--- config.mk ---
export PLATFORM = sky130hd
export DESIGN_NAME = dlrpc_top
export DESIGN_NICKNAME = d
export VERILOG_FILES = /design/src/dlrpc_pkg.sv /design/src/dlrpc_corr.sv /design/src/dlrpc_top.sv
export SDC_FILE = /design/constraint.sdc
export NUM_CORES = 1
export LEC_CHECK = 0
export BUFFER_PORTS_ARGS = -buffer_cell sky130_fd_sc_hd__buf_4
export CAP_MARGIN = 30
export CORE_MARGIN = 4
export CORE_UTILIZATION = 59
export CTS_BUF_LIST = sky130_fd_sc_hd__clkbuf_8 sky130_fd_sc_hd__clkbuf_16
export DETAILED_ROUTE_END_ITERATION = 8
export PLACE_DENSITY = 0.84
export SKIP_CTS_REPAIR_TIMING = 1
export SLEW_MARGIN = 15
export SYNTH_ARGS = -nofsm -noshare
export SYNTH_HDL_FRONTEND = slang
export SYNTH_SLANG_ARGS = --single-unit
--- constraint.sdc ---
create_clock -name clk -period 4.55 [get_ports clk]
set_clock_uncertainty 0.15 [all_clocks]
set_input_delay 0.2275 -clock clk [delete_from_list [all_inputs] [get_ports clk]]
set_output_delay 0.2275 -clock clk [all_outputs]
set_load 0.03 [all_outputs]
--- src/dlrpc_pkg.sv ---
// Package for the converter load, reset and pin control block
// Functional notes
// - Load strobe low keeps output latch transparent
// - Output level changes with latch update
// - Reset returns registers, latches to selected level
// - Five address bits fully decoded to register
// - General pin open-drain: pull low or release
// - Reset select sets post-reset output level
// - Clear grounds outputs; connect needs strobe low
// - Data format select; commands always binary
// - Busy pulled low while correction engine runs
package dlrpc_pkg;
    localparam int           NUM_CH      = 8;
    localparam int           DATA_W      = 16;
    localparam int           ADDR_W      = 5;
    localparam int           CH_IDX_W    = 3;
    // Address map: channels at 0x08..0x0F, command registers below
    localparam logic [4:0]   ADDR_CH_BASE = 5'h08;
    localparam logic [4:0]   ADDR_GPIO    = 5'h01;
    localparam logic [4:0]   ADDR_CORR    = 5'h02;
    localparam logic [15:0]  RESET_LOW    = 16'h0000;
    localparam logic [15:0]  RESET_MID    = 16'h8000;
    localparam logic [15:0]  TWOS_FLIP    = 16'h8000;
    localparam logic [15:0]  SB_ZERO      = 16'h0000;
    localparam int           CORR_TIME_NS = 400;
    localparam int           CLK_NS       = 10;
    localparam int           CORR_CYC     = (CORR_TIME_NS + CLK_NS - 1) / CLK_NS;
    localparam int           CORR_W       = 6;

    typedef struct packed {
        logic              cs_n;
        logic              wr_n;
        logic [ADDR_W-1:0] addr;
        logic [DATA_W-1:0] data;
    } dlrpc_wr_t;

    typedef struct packed {
        logic gpio_o;
        logic gpio_oe;
        logic busy_o;
        logic busy_oe;
    } dlrpc_od_t;

    typedef enum logic [1:0] {ST_IDLE, ST_RUN} dlrpc_corr_t;
endpackage : dlrpc_pkg

--- src/dlrpc_corr.sv ---
// Correction engine timer that drives the busy indication
`timescale 1ns/10ps
module dlrpc_corr
    import dlrpc_pkg::*;
(
    input  wire logic clk,     // System clock
    input  wire logic rst_n,   // Sync reset, active low
    input  wire logic start,   // Kick one correction pass
    output logic      running  // High while pass runs
);
    dlrpc_corr_t       state_q, state_d;
    logic [CORR_W-1:0] cnt_q, cnt_d;

    always_comb begin
        state_d = state_q;
        cnt_d   = cnt_q;
        unique case (state_q)
            ST_IDLE: begin
                if (start) begin
                    state_d = ST_RUN;
                    cnt_d   = CORR_W'(CORR_CYC - 1);
                end
            end
            ST_RUN: begin
                if (cnt_q == '0) begin
                    state_d = ST_IDLE;
                end else begin
                    cnt_d = cnt_q - 1'b1;
                end
            end
        endcase
    end

    always_ff @(posedge clk) begin
        if (!rst_n) begin
            state_q <= ST_IDLE;
            cnt_q   <= '0;
        end else begin
            state_q <= state_d;
            cnt_q   <= cnt_d;
        end
    end

    assign running = (state_q == ST_RUN);
endmodule : dlrpc_corr

--- src/dlrpc_top.sv ---
// Pin control for load strobe, reset, clear, address and open-drain pins
`timescale 1ns/10ps
module dlrpc_top
    import dlrpc_pkg::*;
(
    input  wire logic                    clk,                 // 100 MHz clock
    input  wire logic                    rst_n,               // Sync reset, active low
    input  wire logic                    hw_reset_n,          // Hardware reset pin, active low
    input  wire logic                    latch_load_strobe_n, // Load strobe, active low
    input  wire logic                    output_clear_n,      // Clear pin, active low
    input  wire logic                    reset_level_select,  // 0 low scale, 1 midscale
    input  wire logic                    input_format_select, // 0 straight binary, 1 twos
    input  wire dlrpc_wr_t               wr,                  // Parallel write group
    input  wire logic                    gpio_i,              // Pin level seen
    output logic                         gpio_o,              // Always 0 when driving
    output logic                         gpio_oe,             // High pulls pin low
    output logic                         busy_o,              // Always 0 when driving
    output logic                         busy_oe,             // High while correcting
    output logic                         gpio_in_q,           // Sampled pin level
    output logic                         async_mode_q,        // Update mode caught at power-on
    output logic [NUM_CH-1:0]            out_connected_q,     // Output tied to amplifier
    output logic [NUM_CH*DATA_W-1:0]     converter_output_q   // Latched code per channel
);
    logic [DATA_W-1:0] data_reg_q [NUM_CH];
    logic [DATA_W-1:0] data_reg_d [NUM_CH];
    logic [DATA_W-1:0] latch_q    [NUM_CH];
    logic [DATA_W-1:0] latch_d    [NUM_CH];
    logic              gpio_drv_q, gpio_drv_d;
    logic              mode_caught_q, mode_caught_d;
    logic              async_d;
    logic              busy_drv_q;
    logic [NUM_CH-1:0] conn_d;
    logic              wr_en;
    logic              corr_start;
    logic              corr_run;

    function automatic logic [DATA_W-1:0] to_binary(input logic [DATA_W-1:0] v, input logic twos);
        to_binary = twos ? (v ^ TWOS_FLIP) : v;
    endfunction : to_binary

    function automatic logic [DATA_W-1:0] reset_code(input logic sel);
        reset_code = sel ? RESET_MID : RESET_LOW;
    endfunction : reset_code

    // Writes blocked under hardware reset so reset contents stay clean
    assign wr_en = !wr.cs_n && !wr.wr_n && hw_reset_n;
    assign corr_start = wr_en && (wr.addr == ADDR_CORR);

    dlrpc_corr u_corr (
        .clk     (clk),
        .rst_n   (rst_n),
        .start   (corr_start),
        .running (corr_run)
    );

    always_comb begin
        gpio_drv_d    = gpio_drv_q;
        mode_caught_d = 1'b1;
        // Strobe level caught once after reset release picks the mode
        async_d       = mode_caught_q ? async_mode_q : !latch_load_strobe_n;
        for (int i = 0; i < NUM_CH; i++) begin
            data_reg_d[i] = data_reg_q[i];
            latch_d[i]    = latch_q[i];
        end
        if (!hw_reset_n) begin
            for (int i = 0; i < NUM_CH; i++) begin
                data_reg_d[i] = reset_code(reset_level_select);
                latch_d[i]    = reset_code(reset_level_select);
            end
            gpio_drv_d = 1'b0;
        end else begin
            if (wr_en && wr.addr[4:3] == ADDR_CH_BASE[4:3]) begin
                data_reg_d[wr.addr[CH_IDX_W-1:0]] = to_binary(wr.data, input_format_select);
            end
            if (wr_en && wr.addr == ADDR_GPIO) begin
                // Command data is straight binary regardless of format pin
                gpio_drv_d = !wr.data[0];
            end
            if (!latch_load_strobe_n) begin
                for (int i = 0; i < NUM_CH; i++) begin
                    latch_d[i] = data_reg_d[i];
                end
            end
        end
        for (int i = 0; i < NUM_CH; i++) begin
            conn_d[i] = output_clear_n && !latch_load_strobe_n;
        end
        if (!output_clear_n) begin
            conn_d = '0;
        end
    end

    always_ff @(posedge clk) begin
        if (!rst_n) begin
            for (int i = 0; i < NUM_CH; i++) begin
                data_reg_q[i] <= RESET_LOW;
                latch_q[i]    <= RESET_LOW;
            end
            gpio_drv_q      <= 1'b0;
            mode_caught_q   <= 1'b0;
            async_mode_q    <= 1'b0;
            busy_drv_q      <= 1'b0;
            gpio_in_q       <= 1'b1;
            out_connected_q <= '0;
        end else begin
            data_reg_q      <= data_reg_d;
            latch_q         <= latch_d;
            gpio_drv_q      <= gpio_drv_d;
            mode_caught_q   <= mode_caught_d;
            async_mode_q    <= async_d;
            busy_drv_q      <= corr_run;
            gpio_in_q       <= gpio_i;
            out_connected_q <= conn_d;
        end
    end

    // Output code is the latch itself, so it moves exactly with the latch
    always_comb begin
        for (int i = 0; i < NUM_CH; i++) begin
            converter_output_q[i*DATA_W +: DATA_W] = latch_q[i];
        end
    end

    assign gpio_o  = 1'b0;
    assign gpio_oe = gpio_drv_q;
    assign busy_o  = 1'b0;
    assign busy_oe = busy_drv_q;

    // Sampled rst_n in antecedents: disable iff sees a release one edge early
    AST_LATCH_FOLLOW: assert property (@(posedge clk) disable iff (!rst_n)
        rst_n && hw_reset_n && !latch_load_strobe_n && $past(hw_reset_n)
        |=> latch_q[0] == $past(data_reg_d[0]))
        else $error("latch not transparent");
    AST_LATCH_HOLD: assert property (@(posedge clk) disable iff (!rst_n)
        rst_n && hw_reset_n && latch_load_strobe_n |=> $stable(converter_output_q))
        else $error("output moved without load");
    AST_RESET_VAL: assert property (@(posedge clk) disable iff (!rst_n)
        rst_n && !hw_reset_n
        |=> data_reg_q[3] == reset_code($past(reset_level_select)) && latch_q[7] == data_reg_q[3])
        else $error("reset value wrong");
    AST_RESET_SEL: assert property (@(posedge clk) disable iff (!rst_n)
        rst_n && !hw_reset_n && reset_level_select |=> converter_output_q[DATA_W-1:0] == RESET_MID)
        else $error("midscale reset wrong");
    AST_CLEAR: assert property (@(posedge clk) disable iff (!rst_n)
        !output_clear_n |=> out_connected_q == '0)
        else $error("clear did not ground outputs");
    AST_CONNECT: assert property (@(posedge clk) disable iff (!rst_n)
        rst_n && output_clear_n && !latch_load_strobe_n |=> &out_connected_q)
        else $error("outputs not connected");
    AST_TWOS: assert property (@(posedge clk) disable iff (!rst_n)
        rst_n && wr_en && wr.addr == ADDR_CH_BASE + 5'h01 && input_format_select
        |=> data_reg_q[1] == ($past(wr.data) ^ TWOS_FLIP))
        else $error("format conversion wrong");
    AST_NO_WR_IN_RST: assert property (@(posedge clk) disable iff (!rst_n)
        !hw_reset_n && !corr_run |=> !corr_run)
        else $error("write accepted in reset");
    AST_OD_GPIO: assert property (@(posedge clk) disable iff (!rst_n)
        gpio_oe |-> gpio_o == 1'b0)
        else $error("gpio driven high");
    AST_BUSY: assert property (@(posedge clk) disable iff (!rst_n)
        rst_n && corr_start && !corr_run |=> ##1 busy_oe [*8])
        else $error("busy not held");
    COV_LOAD: cover property (@(posedge clk) disable iff (!rst_n) !latch_load_strobe_n && wr_en);
    COV_RESET: cover property (@(posedge clk) disable iff (!rst_n) !hw_reset_n ##1 hw_reset_n);
    COV_BUSY: cover property (@(posedge clk) disable iff (!rst_n) busy_oe ##1 !busy_oe);
endmodule : dlrpc_top

==> run_results.csv <==
group,metric,value,unit
grt,grt_max_degree,128,
clocking,clk_latency,0.51,ns
routing,wl,23310,µm
routing,post_drt_wl_per_cell,17.85,µm
floorplanning,ios,173,
grt,grt.overflow.total,0,
synthesis,async_flop_share,0,%
clocking,htree_levels,1,
cells_and_area,diodes,0,
floorplanning,die_h,135.5,µm
cells_and_area,final_common_cell,"dfxtp_1",
worst_setup_path,crit_type,"input port to register",
clocking,numCtsBuffers,26,
power,ir_worst_vdd,306.8,µV
sta,fin_tns_setup,0,ns
worst_setup_path,cp.arrival,2.68,ns
sta,setup_violations,0,
run_status,violations,"hold timing",
cells_and_area,layout_common_cells,"269 x dfxtp_1, 243 x nor2_1, 179 x buf_4, 129 x mux2i_1, 120 x a211oi_1",
min_path,hp-class,"input port to register",
routing,drt-initial-drc-count,446,
floorplanning,start_util,60.34,%
worst_setup_path,critPathCapture,"converter_output_q[53]",
floorplanning,coreArea,0.01589,mm²
grt,grt_pass1_wl,36180,µm
sta,drv_slew,0,
worst_setup_path,reg2reg_to,"u_corr.cnt_q[1]",
synthesis,synth_edf_count,0,
sta,relSlewSlack,38.38,%
worst_setup_path,required,4.74,ns
sta,max_freq,401.2,MHz
synthesis,synth.distinct_cells,38,
cells_and_area,nets,1103,
grt,first_global_vias,6873,
cells_and_area,area_growth,23.35,%
cells_and_area,drive_gt1_share,22.02,%
synthesis,synth_area,0.009585,mm²
grt,antenna_found_initial,0,
clocking,cts_num_sinks,269,
sta,fin_crit_sh,54.78,%
synthesis,synth_warnings,0,
synthesis,synth_top_area_cell,"dfxtp_1",
floorplanning,die_w,135.5,µm
worst_setup_path,r2r_cells,6,
worst_setup_path,cp_max_fo,16,
worst_setup_path,crit_start,"wr[22]",
sta,rsz0062_at_grt,"false",
synthesis,ys_seq_elements,269,
sta,layout_min_cycle_time,2.493,ns
placement,gp_congestion,0.8226,
sta,hold_viol_final,4,
worst_setup_path,r2r_start,"u_corr.cnt_q[0]",
synthesis,synth.area.top_cells,"dfxtp_1 56%, mux2i_1 13%, nor2_1 9.5%, a211oi_1 9.4%, clkbuf_1 2.3%",
synthesis,yosysSeqAreaShare,56.18,%
routing,first_pass_iters,4,
sta,fin_hold_ws,-0.009190,ns
synthesis,synth_top_area_share,56.18,%
sta,worst_pin_slew,0.9242,ns
placement,io_buffers,170,
grt,track_usage,24.57,%
synthesis,synth.avg_cell_area,10.10,µm²
flow_run,max-cap-violations,0,
worst_setup_path,setup.worst_path.start_class,"input port",
floorplanning,dieArea,0.01835,mm²
clocking,cts_root_buffer,"clkbuf_16",
power,power_density,432.7,mW/mm²
worst_setup_path,endpoint_kind,"register",
clocking,cts.clk_slew.worst_paths,0.06,ns
routing,drt-vias-per-instance,5.489,
power,leakagePower,4.680,nW
run_status,outcome,"complete, but fails checks",
routing,drc,0,
synthesis,syn_inst,949,
clocking,cts_tree,"done",
routing,vias,7168,
routing,ant_nets,0,
placement,place_hpwl,14260,µm
worst_setup_path,rrSetupSlack,2.26,ns
clocking,cts_buffer_depth,3,
floorplanning,rows,46,
synthesis,synth_flop_cell,"dfxtp_1",
## final cells by class
cell class | instances | area [µm²]
Clock buffer | 32 | 744.5
Sequential cell | 269 | 5385
Timing Repair Buffer | 188 | 1466
Multi-Input combinational cell | 580 | 3724
Clock inverter | 16 | 210.2
Inverter | 5 | 23.77
Tap cell | 216 | 270.3
Fill cell | 1103 | 4061
## flip-flops by register name (all words and copies together) (netlist names)
register,flops
u_corr.cnt_q,6
converter_output_q,128
gpio_in_q,1
mode_caught_q,1
u_corr.state_q,1
async_mode_q,1
out_connected_q,1
data_reg_q,128
busy_oe,1
gpio_oe,1
## critical path: stages
cell and delay (ns):
buf_4 0.12, or4b_1 0.82, or4_1 1.01, mux2i_1 0.37
a211oi_1 0.12
## through the flow
step / cell area, µm² / util, % / instances / setup WS [ns] / power, mW
4_1_cts: 11750 / 73.96 / 1299 / 2.092 / 5.145
3_5_place_dp: 10790 / 67.95 / 1251 / 1.565 / 2.838
2_1_floorplan: 9589 / - / 950 / 2.269 / 2.704
6_report: 11820 / 74.43 / 1306 / 2.057 / 5.116
3_3_place_gp: 10770 / 67.78 / 1250 / 1.646 / 2.829
5_1_grt: 11820 / 74.43 / 1306 / 2.004 / 5.277
## Yosys cell counts, drive strengths merged, types with 4 or more instances
master	instances
dfxtp	269
o21ai	27
and2	4
nor3	5
mux2i	129
nor2	243
nor4	4
buf	36
clkbuf	60
inv	4
and3	8
nand2	10
a211oi	120
## power by group
group / internal (mW) / total [mW] / switching [mW]
Sequential: 2.40 / 2.42 / 0.0237
Clock: 1.44 / 2.32 / 0.880
Combinational: 0.115 / 0.371 / 0.256
Total: 3.96 / 5.12 / 1.16
## worst min path at each step
stage / startpoint / end / slack (ns) / cells after the start
CTS: gpio_i / gpio_in_q / -0.26 / 2
floorplan: rst_n / mode_caught_q / 0.11 / 0
global placement: gpio_i / gpio_in_q / 0.26 / 2
finish: wr[4] / data_reg_q[100] / -0.009 / 3
detailed placement: gpio_i / gpio_in_q / 0.27 / 2
global route: wr[5] / data_reg_q[37] / 0.001 / 3
## layer usage
| layer | share of wire, % | wire (µm) | global-route usage (%) |
|---|---|---|---|
| met1 | 44 | 10180 | 34.07 |
| met2 | 47 | 10910 | 39.08 |
| met3 | 6.6 | 1540 | 4.458 |
| met5 | 0 | 0 | 0 |
| met4 | 2.9 | 673 | 8.231 |
## cell families (layout without fill, tap and decap cells)
logic type      after synthesis  count (layout)  synth area share (%)
buf+inv                     101             241                 5.221
other cells                   1               2               0.03912
fa+ha+maj                     2               2                0.2610
mux                         129             129                 13.47
compound gates              154             154                 11.33
simple gates                290             290                 13.22
xor+xnor                      3               3                0.2742
flops                       269             269                 56.18
Note: power is estimated with default switching activity, not from simulation.
